$ cat src/pkg/rx_ctrl_pkg.sv
// constants for the per-channel receive control register bank
package rx_ctrl_pkg;
  localparam int CHANNELS = 12;
  localparam int ADDR_W = 8;
  localparam int DATA_W = 8;
  localparam int CTRL_W = 6;
  localparam int CH_IDX_W = 4;
  // address layout: upper nibble picks the channel, lower nibble the register
  localparam logic [3:0] RX_CTRL_LOW = 4'h5;
  localparam logic [3:0] LOW_BANK_LAST = 4'h5;
  localparam logic [3:0] HIGH_BANK_FIRST = 4'h8;
  localparam logic [3:0] HIGH_BANK_LAST = 4'hD;
  localparam logic [3:0] HIGH_BANK_SKIP = 4'h2;
  // field positions
  localparam int EQ_ENABLE_BIT = 0;
  localparam int MONITOR_BIT = 1;
  localparam int MUTE_BIT = 2;
  localparam int EDGE_SEL_BIT = 3;
  localparam int ANA_DISABLE_BIT = 4;
  localparam int DIG_DISABLE_BIT = 5;
  localparam logic [DATA_W-CTRL_W-1:0] RESERVED_READ = 2'h0;
  localparam logic [CTRL_W-1:0] CTRL_RESET = 6'h00;
  localparam logic [DATA_W-1:0] UNMAPPED_READ = 8'h00;
endpackage : rx_ctrl_pkg

$ cat src/pkg/rx_chan_if.sv
// control and status carrier between the register bank and one channel
`timescale 1ns/100ps
interface rx_chan_if;
  logic digDisable;
  logic anaDisable;
  logic edgeSel;
  logic mute;
  logic monitor;
  logic e3Mode;
  logic lossDeclared;
  modport ctrl (output digDisable, anaDisable, edgeSel, mute, monitor, e3Mode, input lossDeclared);
  modport chan (input digDisable, anaDisable, edgeSel, mute, monitor, e3Mode, output lossDeclared);
endinterface : rx_chan_if

$ cat src/hw/rx_channel_datapath.sv
// one channel: signal-loss declaration, muting and recovered-data launch edge
`timescale 1ns/100ps
module rx_channel_datapath (
  // clock and reset
  input wire logic mclk,
  input wire logic reset_n,
  // settings from the register bank
  rx_chan_if.chan ctl,
  // line side inputs, asynchronous to mclk
  input wire logic lineClk,
  input wire logic linePos,
  input wire logic lineNeg,
  input wire logic digLossRaw,
  input wire logic anaLossRaw,
  // recovered outputs
  output logic rxPositiveDataOut,
  output logic rxNegativeDataOut,
  output logic rxRecoveredClockOut
);
  import rx_ctrl_pkg::*;

  typedef struct packed {
    logic [2:0] clkS;
    logic [1:0] posS;
    logic [1:0] negS;
    logic [1:0] digS;
    logic [1:0] anaS;
    logic loss;
    logic pos;
    logic neg;
    logic clk;
  } chan_state_type;

  chan_state_type st_r, st_nxt;
  logic digOn, anaOn, lossNow, riseEdge, fallEdge, launch;

  // --------------------------------------------------------------------------
  // next state
  // --------------------------------------------------------------------------
  // stage [0] of every synchroniser feeds stage [1] only
  always_comb begin
    st_nxt = st_r;
    st_nxt.clkS = {st_r.clkS[1:0], lineClk};
    st_nxt.posS = {st_r.posS[0], linePos};
    st_nxt.negS = {st_r.negS[0], lineNeg};
    st_nxt.digS = {st_r.digS[0], digLossRaw};
    st_nxt.anaS = {st_r.anaS[0], anaLossRaw};
    // disables only count outside E3; in E3 the detectors stay on
    digOn = ~ctl.digDisable | ctl.e3Mode;
    anaOn = ~ctl.anaDisable | ctl.e3Mode;
    // monitor mode suppresses every declaration
    lossNow = ~ctl.monitor & ((st_r.digS[1] & digOn) | (st_r.anaS[1] & anaOn));
    st_nxt.loss = lossNow;
    riseEdge = ~st_r.clkS[2] & st_r.clkS[1];
    fallEdge = st_r.clkS[2] & ~st_r.clkS[1];
    launch = ctl.edgeSel ? fallEdge : riseEdge;
    // clock out moves on the same edge as the data, so edge relation holds
    st_nxt.clk = st_r.clkS[1];
    if (ctl.mute && lossNow) begin
      st_nxt.pos = 1'b0;
      st_nxt.neg = 1'b0;
    end else if (launch) begin
      st_nxt.pos = st_r.posS[1];
      st_nxt.neg = st_r.negS[1];
    end
  end

  // state register
  always_ff @(posedge mclk or negedge reset_n) begin
    if (!reset_n) begin
      st_r <= '0;
    end else begin
      st_r <= st_nxt;
    end
  end

  assign ctl.lossDeclared = st_r.loss;
  assign rxPositiveDataOut = st_r.pos;
  assign rxNegativeDataOut = st_r.neg;
  assign rxRecoveredClockOut = st_r.clk;
endmodule : rx_channel_datapath

$ cat src/hw/rx_channel_control_register.sv
// receive control register bank for all channels, on the microprocessor port
`timescale 1ns/100ps
module rx_channel_control_register #(
  parameter int CH_COUNT = rx_ctrl_pkg::CHANNELS
) (
  // clock and reset
  input wire logic mclk,
  input wire logic reset_n,
  // microprocessor port, strobes active low
  input wire logic csN,
  input wire logic rdN,
  input wire logic wrN,
  input wire logic [rx_ctrl_pkg::ADDR_W-1:0] addr,
  input wire logic [rx_ctrl_pkg::DATA_W-1:0] dataIn,
  output logic [rx_ctrl_pkg::DATA_W-1:0] dataOut,
  output logic dataOe,
  // per-channel rate, from the channel control logic
  input wire logic [CH_COUNT-1:0] e3Mode,
  // per-channel line inputs
  input wire logic [CH_COUNT-1:0] lineClk,
  input wire logic [CH_COUNT-1:0] linePos,
  input wire logic [CH_COUNT-1:0] lineNeg,
  input wire logic [CH_COUNT-1:0] digLossRaw,
  input wire logic [CH_COUNT-1:0] anaLossRaw,
  // per-channel outputs
  output logic [CH_COUNT-1:0] rxPositiveDataOut,
  output logic [CH_COUNT-1:0] rxNegativeDataOut,
  output logic [CH_COUNT-1:0] rxRecoveredClockOut,
  output logic [CH_COUNT-1:0] signalLossDeclared,
  output logic [CH_COUNT-1:0] equalizerEnable
);
  import rx_ctrl_pkg::*;

  typedef struct packed {
    logic [1:0] csS;
    logic [1:0] rdS;
    logic [2:0] wrS;
    logic [1:0][ADDR_W-1:0] addrS;
    logic [1:0][DATA_W-1:0] dataS;
    logic [CH_COUNT-1:0][CTRL_W-1:0] ctrl;
    logic [DATA_W-1:0] rdData;
    logic rdOe;
  } bank_state_type;

  bank_state_type st_r, st_nxt;
  logic [CH_IDX_W:0] dec;
  logic wrHit, rdActive;

  // --------------------------------------------------------------------------
  // address decode
  // --------------------------------------------------------------------------
  // returns {hit, channel}; the two banks leave a gap at nibbles 6 and 7
  // the upper bank is shifted down so channel numbers stay contiguous
  // a channel count below twelve turns every channel number from that count upward into a hole
  function automatic logic [CH_IDX_W:0] chanOf(input logic [ADDR_W-1:0] a);
    logic [3:0] hi;
    logic [3:0] ch;
    logic hit;
    hi = a[ADDR_W-1:ADDR_W-4];
    ch = hi;
    hit = 1'b0;
    if (a[3:0] == RX_CTRL_LOW) begin
      if (hi <= LOW_BANK_LAST) begin
        hit = 1'b1;
      end else if (hi >= HIGH_BANK_FIRST && hi <= HIGH_BANK_LAST) begin
        hit = 1'b1;
        ch = hi - HIGH_BANK_SKIP;
      end
    end
    if (32'(ch) >= CH_COUNT) begin
      hit = 1'b0;
    end
    return {hit, ch};
  endfunction : chanOf

  // --------------------------------------------------------------------------
  // bus port and register storage
  // --------------------------------------------------------------------------
  // strobes, address and data pass two flops; address and data must hold
  // through the strobe, so the second stage is settled when it is used
  // the write strobe needs one sampled high cycle between writes or a falling edge is lost
  always_comb begin
    st_nxt = st_r;
    st_nxt.csS = {st_r.csS[0], csN};
    st_nxt.rdS = {st_r.rdS[0], rdN};
    st_nxt.wrS = {st_r.wrS[1:0], wrN};
    st_nxt.addrS = {st_r.addrS[0], addr};
    st_nxt.dataS = {st_r.dataS[0], dataIn};
    dec = chanOf(st_r.addrS[1]);
    // one write per falling edge of the write strobe
    // the reserved pair is not stored, so it reads back as a constant
    wrHit = ~st_r.csS[1] & st_r.wrS[2] & ~st_r.wrS[1];
    if (wrHit && dec[CH_IDX_W]) begin
      st_nxt.ctrl[dec[CH_IDX_W-1:0]] = st_r.dataS[1][CTRL_W-1:0];
    end
    // reads drive the data bus for as long as chip select and read are low
    rdActive = ~st_r.csS[1] & ~st_r.rdS[1];
    st_nxt.rdOe = rdActive;
    st_nxt.rdData = UNMAPPED_READ;
    if (rdActive && dec[CH_IDX_W]) begin
      st_nxt.rdData = {RESERVED_READ, st_r.ctrl[dec[CH_IDX_W-1:0]]};
    end
  end

  // state register
  // sync stages reset to the idle level of their pins, so no false strobe edge follows reset
  always_ff @(posedge mclk or negedge reset_n) begin
    if (!reset_n) begin
      st_r.csS <= '1;
      st_r.rdS <= '1;
      st_r.wrS <= '1;
      st_r.addrS <= '0;
      st_r.dataS <= '0;
      st_r.ctrl <= {CH_COUNT{CTRL_RESET}};
      st_r.rdData <= UNMAPPED_READ;
      st_r.rdOe <= 1'b0;
    end else begin
      st_r <= st_nxt;
    end
  end

  assign dataOut = st_r.rdData;
  assign dataOe = st_r.rdOe;

  // --------------------------------------------------------------------------
  // channels
  // --------------------------------------------------------------------------
  // each channel gets its own carrier; rate comes from outside the bank
  // recovered clock and data leave about three cycles after the line pins move
  for (genvar i = 0; i < CH_COUNT; i++) begin : gChan
    rx_chan_if link ();
    assign link.digDisable = st_r.ctrl[i][DIG_DISABLE_BIT];
    assign link.anaDisable = st_r.ctrl[i][ANA_DISABLE_BIT];
    assign link.edgeSel = st_r.ctrl[i][EDGE_SEL_BIT];
    assign link.mute = st_r.ctrl[i][MUTE_BIT];
    assign link.monitor = st_r.ctrl[i][MONITOR_BIT];
    assign link.e3Mode = e3Mode[i];
    assign signalLossDeclared[i] = link.lossDeclared;
    assign equalizerEnable[i] = st_r.ctrl[i][EQ_ENABLE_BIT];
    rx_channel_datapath uChan (
      .mclk(mclk),
      .reset_n(reset_n),
      .ctl(link),
      .lineClk(lineClk[i]),
      .linePos(linePos[i]),
      .lineNeg(lineNeg[i]),
      .digLossRaw(digLossRaw[i]),
      .anaLossRaw(anaLossRaw[i]),
      .rxPositiveDataOut(rxPositiveDataOut[i]),
      .rxNegativeDataOut(rxNegativeDataOut[i]),
      .rxRecoveredClockOut(rxRecoveredClockOut[i])
    );
  end

  // --------------------------------------------------------------------------
  // per-channel checks at the pins
  // --------------------------------------------------------------------------
  // these watch the outputs rather than the carrier, so a wiring slip shows up
  for (genvar j = 0; j < CH_COUNT; j++) begin : gChk

  end
endmodule : rx_channel_control_register

$ cat config.mk
export PLATFORM = sky130hd
export DESIGN_NAME = rx_channel_control_register
export DESIGN_NICKNAME = d
export VERILOG_FILES = /design/src/pkg/rx_ctrl_pkg.sv /design/src/pkg/rx_chan_if.sv /design/src/hw/rx_channel_datapath.sv /design/src/hw/rx_channel_control_register.sv
export SDC_FILE = /design/constraint.sdc
export NUM_CORES = 1
export LEC_CHECK = 0
export BUFFER_PORTS_ARGS = -buffer_cell sky130_fd_sc_hd__buf_2
export CAP_MARGIN = 0
export CELL_PAD_IN_SITES_DETAIL_PLACEMENT = 0
export CELL_PAD_IN_SITES_GLOBAL_PLACEMENT = 1
export CORE_UTILIZATION = 50
export CTS_BUF_LIST = sky130_fd_sc_hd__clkbuf_4 sky130_fd_sc_hd__clkbuf_8
export DETAILED_ROUTE_END_ITERATION = 8
export GPL_ROUTABILITY_DRIVEN = 0
export PLACE_DENSITY = 0.93
export SLEW_MARGIN = 20
export SYNTH_ARGS = -nofsm -noshare
export SYNTH_HDL_FRONTEND = slang
export SYNTH_HIERARCHICAL = 1
export SYNTH_SLANG_ARGS = --single-unit
$ cat constraint.sdc
create_clock -name mclk -period 4.7 [get_ports mclk]
set_clock_uncertainty 0.05 [all_clocks]
set_input_delay 0.94 -clock mclk [delete_from_list [all_inputs] [get_ports mclk]]
set_output_delay 0.94 -clock mclk [all_outputs]
set_load 0.01 [all_outputs]
==> metrics.txt, run 1 <==
PortBufs 157; Wirelength per Cell 18.0 um; cell count after synthesis 786; setup_tns 0 ps; final setup violation count 0; area leader, netlist dfrtp_1; Critical Path RT 5080 ps; crit path DAT 3460 ps; Worst setup SP type flop; CTS max path bufs 3; highest routed layer met4; CTS buffer count 45; Met3 Routed Length 1360 um; Yosys cell types 47; start point of the worst hold path gChan[6].uChan/st_nxt[7]; Yosys warnings 6; RSZ-0062 raised after global routing false; initial core utilization 51.2%; Initial DRC Count 264; maxcap violations 0; Fin. Hold Viols 0; Std-Cell Rows 54; Yosys reg bits 282; post-synthesis sequential area ratio 63.0%; Overflow after GRT 0; chip width 152 um; Detail Route Antenna Nets 0; peak ir drop on the vdd network 0.245 mV; outcome completed; CTS Hold Bufs 0; kind of critical path flop to flop; largest net degree at the start of global routing 122; main flop type after synthesis dfrtp_1; Ports 162; DR vias/cell 5.53; Worst-Margin Slew 928 ps; vias in the first global route 6679; Post-synth ARST share 100%; FF-to-FF Start st_r[108]; Slew Limit Headroom 38.1%; Placeable Area 21900 um2; diodes inserted 0; pwr/cell area 399 nW/um2; Worst-path clk slew 60 ps; maximum clock frequency 325 MHz; HP Class flop to flop; top cell type's share of synthesized area 61.4%; met2 WL 10600 um; most frequent cells in the layout dfrtp_1 (275), buf_2 (156), mux2_2 (66); Synth-to-Final Area Change 17.1%; wl on met1 10300 um; Clock Tree Root clkbuf_8; Post-Syn Area 11200 um2; Final Max Slew Viols 0; Finished Core Util 60.0%; number of synthesized flops with an enable pin 0; CTS sink count 282; Avg Inst Size Synth 14.3 um2; critical path peak fanout 14; htree depth 2; Post-CTS Setup Bufs 0; initial antenna violation count 0; Post-route DRC 0; P_leak 5.94 nW; clk_lat worst skew 550 ps; drt first pass iters 4; Pwr Total 5.24 mW; worst hold slack 289 ps; hpwl dp 15600 um; min Tclk post-route 3070 ps; Die H 152 um; first-pass GRT wire length 35200 um; most common cell after layout, fill and taps aside dfrtp_1; Die ar. 23000 um2; CP startpoint st_r[108]; Worst setup EP type flop; Post-CTS Resized 0; share of post-route cells with drive strength above 1 37.4%; Synth area leaders dfrtp_1 (61%), mux2_2 (6.6%), mux4_2 (5.4%); vias 6968; CTS tree yes; total wire length 22600 um; total global-route track usage 20.0%; fin nets 1039; Final Cycle Share 65.4%
==> critical path: stages, from the launching register on <==
cell and delay (ps):
dfrtp_1 370, and4bb_2 390, nand3_1 610, a21oi_1 400, buf_4 230, nand2b_1 200, nand3b_1 330, mux2_2 380
==> worst paths after layout <==
| kind | cells past startpoint | slack (ps) | end |
|---|---|---|---|
| worst max-delay path | 7 | 1630 | gChan[6].link.mute |
| worst min-delay path | 0 | 290 | gChan[6].uChan/st_r[7] |
| worst max register to register | 7 | 1630 | gChan[6].link.mute |
| worst min register to register | 0 | 290 | gChan[6].uChan/st_r[7] |
| max in group asynchronous | 2 | 3100 | gChan[2].uChan/st_nxt[5] |
| min in group asynchronous | 1 | 430 | gChan[8].uChan/rxPositiveDataOut |
==> synthesized netlist by cell type, drive strengths merged, types with 17 or more instances <==
cell / instances
a211o: 23
and4b: 22
buf: 40
dfrtp: 275
inv: 17
mux2: 78
mux4: 27
nand2b: 28
nor2b: 48
nor3: 23
nor3b: 22
o21ai: 61
==> metrics by stage <==
stage / setup slack (ps) / instance area (um2) / std cells
floorplan: 2190 / 11200 / 787
global placement: 1730 / 12100 / 1178
detailed placement: 1640 / 12100 / 1178
CTS: 1620 / 13100 / 1260
global route: 1480 / 13100 / 1260
finish: 1630 / 13100 / 1260
==> flip-flops by register name (all words and copies together), names as in the netlist <==
name                             count
gChan.uChan/ctl.lossDeclared        12
st_r                                17
gChan.link.monitor                  12
equalizerEnable                     12
gChan.link.anaDisable               12
gChan.link.mute                     12
gChan.link.digDisable               12
gChan.uChan/rxRecoveredClockOut     12
dataOut                              6
dataOe                               1
gChan.uChan/rxPositiveDataOut       12
gChan.link.edgeSel                  12
gChan.uChan/st_nxt                  72
st_nxt                              18
gChan.uChan/rxNegativeDataOut       12
gChan.uChan/st_r                    48
==> layer usage <==
| layer | global-route usage, % | vias to the layer above |
|---|---|---|
| li1 | - | 3186 |
| met1 | 28.8 | 3547 |
| met2 | 30.3 | 206 |
| met3 | 4.10 | 29 |
| met4 | 7.23 | 0 |
| met5 | 0 | - |
==> report_power, final <==
| group | leakage (nW) | internal, mW | total (mW) | switching [mW] |
|---|---|---|---|---|
| clock | 0.550 | 1.40 | 2.31 | 0.905 |
| combinational | 1.98 | 0.135 | 0.288 | 0.153 |
| sequential | 3.42 | 2.54 | 2.64 | 0.0987 |
==> cell type report <==
| type | count | area (um2) |
|---|---|---|
| clock inverters | 7 | 113 |
| multi-input cells | 435 | 3760 |
| fillers | 1753 | 8760 |
| well taps | 280 | 350 |
| flip-flops and latches | 282 | 7070 |
| repair buffers | 164 | 861 |
| clock buffers | 75 | 926 |
| inverters | 17 | 63.8 |
==> cells by family after synthesis <==
kind of cell | share of synthesized area, %
compound gates | 8.47
fa+ha+maj | 0.112
buf+inv | 3.53
mux | 13.7
simple gates | 11.1
flops | 63.0
other cells | 0.0334
Power figures use the tool's default switching activity.
==> run 2: changes to the inputs <==
--- a/config.mk
+++ b/config.mk
@@ -9,11 +9,11 @@
 export CAP_MARGIN = 0
 export CELL_PAD_IN_SITES_DETAIL_PLACEMENT = 0
 export CELL_PAD_IN_SITES_GLOBAL_PLACEMENT = 1
-export CORE_UTILIZATION = 50
+export CORE_UTILIZATION = 49
 export CTS_BUF_LIST = sky130_fd_sc_hd__clkbuf_4 sky130_fd_sc_hd__clkbuf_8
 export DETAILED_ROUTE_END_ITERATION = 8
 export GPL_ROUTABILITY_DRIVEN = 0
-export PLACE_DENSITY = 0.93
+export PLACE_DENSITY = 0.91
 export SLEW_MARGIN = 20
 export SYNTH_ARGS = -nofsm -noshare
 export SYNTH_HDL_FRONTEND = slang
==> constraint.sdc (replaced) <==
create_clock -name mclk -period 3 [get_ports mclk]
set_clock_uncertainty 0.05 [all_clocks]
set_input_delay 0.6 -clock mclk [delete_from_list [all_inputs] [get_ports mclk]]
set_output_delay 0.6 -clock mclk [all_outputs]
set_load 0.01 [all_outputs]
==> run 2 against run 1 <==
- critical path depth stayed put
- maximum frequency increased by 18%
- total power up 59%
- non-clock buffer count up 7
- routed wire length is 3.8% higher
- flip-flop and latch count stayed put
- first-iteration DRC count increased by 45%
- largest cell class unchanged
==> metrics.txt, run 2 (same netlist as run 1, synthesis figures left out) <==
grt peak-use layer met2 (unchanged); hpwl dp 16200 um (was 15600 um); min Tclk post-route 2600 ps (was 3070 ps); CTS buffer count 45 (unchanged); Reg-to-Reg End gChan[10].link.monitor (was gChan[6].link.mute); HP Class input pin to async pin (was flop to flop); met1 track demand over resource 27.3% (was 28.8%); FF-to-FF Start st_r[111] (was st_r[108]); CTS sink count 282 (unchanged); CTS tree yes (unchanged); crit path DAT 2980 ps (was 3460 ps); first-pass GRT wire length 37200 um (was 35200 um); Slew Limit Headroom 56.1% (was 38.1%); P_leak 6.01 nW (was 5.94 nW); Reg2Reg Depth 7 (unchanged); initial core utilization 50.6% (was 51.2%); pwr/cell area 629 nW/um2 (was 399 nW/um2); chip width 153 um (was 152 um); share of post-route cells with drive strength above 1 38.0% (was 37.4%); fin nets 1046 (was 1039); Fin. Hold Viols 0 (unchanged); Final Max Slew Viols 0 (unchanged); diodes inserted 0 (unchanged); Initial DRC Count 383 (was 264); PortBufs 157 (unchanged); Placeable Area 22200 um2 (was 21900 um2); Worst-path clk slew 60 ps (about the same); drt first pass iters 4 (unchanged); worst hold slack 2.05 ps (was 289 ps); setup_tns 0 ps (unchanged); Wirelength per Cell 18.5 um (was 18.0 um); Pwr Total 8.34 mW (was 5.24 mW); Post-CTS Resized 0 (unchanged); outcome completed (unchanged); clk_lat worst skew 560 ps (was 550 ps); DR vias/cell 5.53 (about the same); Post-CTS Setup Bufs 0 (unchanged); total wire length 23500 um (was 22600 um); grt met2 use 32.3% (was 30.3%); pre-CTS setup slack 473 ps (was 1640 ps); Synth-to-Final Area Change 18.3% (was 17.1%); vias in the first global route 7065 (was 6679); Final Cycle Share 86.7% (was 65.4%); CTS Hold Bufs 0 (unchanged); final setup violation count 0 (unchanged); CTS max path bufs 3 (unchanged); Post-route DRC 0 (unchanged); Die H 153 um (was 152 um); Std-Cell Rows 54 (unchanged); htree depth 2 (unchanged); Overflow after GRT 0 (unchanged); vias 7015 (was 6968); maxcap violations 0 (unchanged); Ports 162 (unchanged); final setup margin 398 ps (was 1630 ps); initial antenna violation count 0 (unchanged); Die ar. 23500 um2 (was 23000 um2); kind of critical path flop to flop (unchanged); Clock Tree Root clkbuf_8 (unchanged); Critical Path RT 3380 ps (was 5080 ps); Worst setup SP type flop (unchanged); largest net degree at the start of global routing 85 (was 122); Finished Core Util 59.9% (was 60.0%); Reg2Reg Setup Slack 400 ps (was 1630 ps); M3 GR Usage 4.82% (was 4.10%); Worst setup EP type flop (unchanged); RSZ-0062 raised after global routing false (unchanged); critical path peak fanout 6 (was 14); most common cell after layout, fill and taps aside dfrtp_1 (unchanged); Detail Route Antenna Nets 0 (unchanged); total global-route track usage 20.4% (was 20.0%); maximum clock frequency 384 MHz (was 325 MHz); peak ir drop on the vdd network 0.379 mV (was 0.245 mV); Worst-Margin Slew 659 ps (was 928 ps); Largest register FFs 72 (unchanged); most frequent cells in the layout dfrtp_1 (275), buf_2 (156), clkbuf_8 (68) (was dfrtp_1 (275), buf_2 (156), mux2_2 (66))
==> run 2: changes by cell type in the layout (fill, tap and decap cells not counted), moves of 2 or more <==
| cell | previous run | this run |
|---|---|---|
| clkbuf_4 | 17 | 5 |
| clkbuf_8 | 58 | 68 |
| buf_4 | 6 | 11 |
| buf_12 | 1 | 3 |
| clkinv_2 | 3 | 5 |
| inv_6 | 0 | 2 |
==> run 2: metal layers <==
metal	part of all wire [%]	wire length, um	vias up
met5	0	0	-
li1	-	-	3193
met4	2.8	669	0
met2	48	11200	214
met1	43	10200	3559
met3	6.3	1480	49
==> run 2: how the worst max path moves through the flow <==
stage / start / endpoint / slack (ps) / depth (start not counted)
after floorplan: st_r[110] / gChan[10].link.edgeSel / 490 / 9
after global placement: st_r[111] / gChan[11].link.edgeSel / 520 / 7
after detailed placement: st_r[111] / gChan[10].link.monitor / 470 / 7
after CTS: st_r[111] / gChan[11].link.digDisable / 440 / 7
after global routing: st_r[111] / gChan[10].link.monitor / 340 / 7
final: st_r[111] / gChan[10].link.monitor / 400 / 7
==> run 2: stage by stage <==
stage               instance area, um2  std cells
finish                           13300       1269
global route                     13300       1269
CTS                              13300       1269
detailed placement               12200       1185
global placement                 12200       1185
floorplan                        11200        787
==> run 2: power breakdown <==
group	switching [mW]	internal, mW
Clock	1.49	2.24
Combinational	0.246	0.219
Sequential	0.153	3.98
==> run 2: final cells by class <==
class	instances	area [um2]
Clock buffer	73	973
Timing Repair Buffer	171	938
Inverter	17	63.8
Multi-Input combinational cell	435	3760
Fill cell	1732	8900
Sequential cell	282	7070
Tap cell	280	350
Clock inverter	11	118
==> run 2: worst max-delay path, stage by stage (launching register included) <==
cell and delay [ps]:
dfrtp_1 460, inv_1 130, ha_1 340, nor2_1 70, a221oi_2 350, nand2b_1 180, or3_1 520, mux2_1 360
==> run 3: changes to the inputs <==
==> constraint.sdc (replaced) <==
create_clock -name mclk -period 2.6 [get_ports mclk]
set_clock_uncertainty 0.05 [all_clocks]
set_input_delay 0.52 -clock mclk [delete_from_list [all_inputs] [get_ports mclk]]
set_output_delay 0.52 -clock mclk [all_outputs]
set_load 0.02 [all_outputs]
==> run 3 against run 2 <==
- global-route usage grew 0.56 points
- final cell count is 5.8% higher
- largest cell class unchanged
- utilization is 2.8 points higher
- highest routed layer unchanged
- non-clock buffer count rose by 71
- clock-buffer cell count unchanged
==> metrics.txt, run 3 (same netlist as run 1, synthesis figures left out) <==
outcome completed (unchanged); vias 7238 (was 7015); share of post-route cells with drive strength above 1 36.3% (was 38.0%); Reg-to-Reg End gChan[11].link.digDisable (was gChan[10].link.monitor); clk_lat worst skew 560 ps (about the same); htree depth 2 (unchanged); RSZ-0062 raised after global routing false (unchanged); Fin. Hold Viols 0 (unchanged); Worst-path clk slew 60 ps (about the same); CTS sink count 282 (unchanged); most frequent cells in the layout dfrtp_1 (275), buf_2 (156), mux2_2 (66) (was dfrtp_1 (275), buf_2 (156), clkbuf_8 (68)); fin nets 1118 (was 1046); final setup margin 168 ps (was 398 ps); Largest register FFs 72 (unchanged); drt first pass iters 5 (was 4); HP Class input pin to flop (was input pin to async pin); initial core utilization 50.6% (unchanged); total wire length 23800 um (was 23500 um); pre-CTS setup slack 218 ps (was 473 ps); clock power share 43.3% (was 44.8%); FF-to-FF Start st_r[111] (unchanged); critical path peak fanout 6 (unchanged); PortBufs 157 (unchanged); CTS buffer count 46 (was 45); net switching power figure 2.25 mW (was 1.89 mW); Worst-Margin Slew 635 ps (was 659 ps); Reg2Reg Depth 7 (unchanged); Clock Tree Root clkbuf_8 (unchanged); Placeable Area 22200 um2 (unchanged); chip width 153 um (unchanged); vias in the first global route 7307 (was 7065); Final Max Slew Viols 0 (unchanged); Die H 153 um (unchanged); kind of critical path flop to flop (unchanged); crit path DAT 2810 ps (was 2980 ps); Std-Cell Rows 54 (unchanged); Final Cycle Share 93.5% (was 86.7%); Reg2Reg Setup Slack 170 ps (was 400 ps); Worst setup EP type flop (unchanged); Post-CTS Resized 0 (unchanged); Int Pwr 7.35 mW (was 6.45 mW); Wirelength per Cell 17.8 um (was 18.5 um); CTS max path bufs 3 (unchanged); pwr/cell area 691 nW/um2 (was 629 nW/um2); sequential group share of total power 49.7% (was 49.6%); Critical Path RT 2980 ps (was 3380 ps); peak ir drop on the vdd network 0.414 mV (was 0.379 mV); Initial DRC Count 414 (was 383); largest net degree at the start of global routing 73 (was 85); Detail Route Antenna Nets 0 (unchanged); initial antenna violation count 0 (unchanged); Pwr Total 9.60 mW (was 8.34 mW); hpwl dp 16100 um (was 16200 um); Die ar. 23500 um2 (unchanged); Post-route DRC 0 (unchanged); CP endpoint gChan[11].link.digDisable (was gChan[10].link.monitor); multi-input logic area 3760 um2 (unchanged); Slew Limit Headroom 57.6% (was 56.1%); Net Sw Frac 23.4% (was 22.7%); maxcap violations 0 (unchanged); setup_tns 0 ps (unchanged); P_leak 6.28 nW (was 6.01 nW); total global-route track usage 21.0% (was 20.4%); CP startpoint st_r[111] (unchanged); Seq. cell area 7070 um2 (unchanged); # fillers 1717 (was 1732); CTS tree yes (unchanged); final setup violation count 0 (unchanged); Synth-to-Final Area Change 23.9% (was 18.3%); DR vias/cell 5.39 (was 5.53); diodes inserted 0 (unchanged); maximum clock frequency 411 MHz (was 384 MHz); Worst setup SP type flop (unchanged); min Tclk post-route 2430 ps (was 2600 ps); Logic pwr share 7.0% (was 5.6%); Ports 162 (unchanged); first-pass GRT wire length 38400 um (was 37200 um); most common cell after layout, fill and taps aside dfrtp_1 (unchanged); Overflow after GRT 0 (unchanged)
-- run 3: changes by cell type in the layout (fill, tap and decap cells not counted), sizes merged --
| cell | before | now |
|---|---|---|
| buf | 171 | 178 |
| clkinv | 5 | 8 |
| dlygate4sd3 | 0 | 64 |
| inv | 19 | 18 |
-- run 3: layout make-up --
| class | count | share of cell area, % |
|---|---|---|
| well taps | 280 | 2.52 |
| multi-input cells | 435 | 27.0 |
| inverters | 17 | 0.459 |
| clock buffers | 73 | 6.56 |
| clock inverters | 13 | 0.892 |
| repair buffers | 242 | 11.7 |
| flip-flops and latches | 282 | 50.9 |
-- run 3: per-layer routing --
layer  part of all wire [%]  track usage (%)
met1                     44             28.3
met2                     48             32.8
met5                      0                0
met4                    2.9             9.09
met3                    5.4             4.65
-- run 3: power groups by stage --
stage | logic, mW | clock network (mW) | registers (mW)
3_3_place_gp | 0.594 | 0 | 4.83
3_5_place_dp | 0.610 | 0 | 4.85
4_1_cts | 0.685 | 4.28 | 4.77
2_1_floorplan | 0.271 | 0 | 4.86
5_1_grt | 0.748 | 4.47 | 4.80
6_report | 0.677 | 4.15 | 4.77
-- run 3: how the worst min path moves through the flow --
stage | startpoint | end | slack, ps | cells past startpoint
3_5_place_dp | gChan[11].uChan/st_nxt[11] | gChan[11].uChan/st_r[11] | 280 | 0
5_1_grt | lineNeg[10] | gChan[10].uChan/st_nxt[9] | 5 | 1
3_3_place_gp | gChan[5].uChan/st_nxt[9] | gChan[5].uChan/st_r[9] | 280 | 0
2_1_floorplan | reset_n | dataOe | 170 | 0
6_report | lineNeg[7] | gChan[7].uChan/st_nxt[9] | 30 | 1
4_1_cts | anaLossRaw[7] | gChan[7].uChan/st_nxt[5] | 1 | 1
-- run 3: repair_timing --
action,CTS,global route
setup buffers,0,0
hold endpoints to repair,124,0
hold buffers,64,0
-- run 3: critical path: stages, from the launching register on --
cell      delay [ps]
dfrtp_1          350
inv_1             90
ha_1             330
nor2_1            70
a221oi_2         360
nand2b_1         180
or3_1            520
mux2_1           370
-- run 3: metrics by stage --
step	std cells	util, %	hold slack (ps)	area, um2
2_1_floorplan	787	-	174	11200
6_report	1342	62.7	31.6	13900
3_3_place_gp	1192	55.1	282	12200
3_5_place_dp	1192	55.1	285	12200
4_1_cts	1342	62.7	1.23	13900
5_1_grt	1342	62.7	5.26	13900
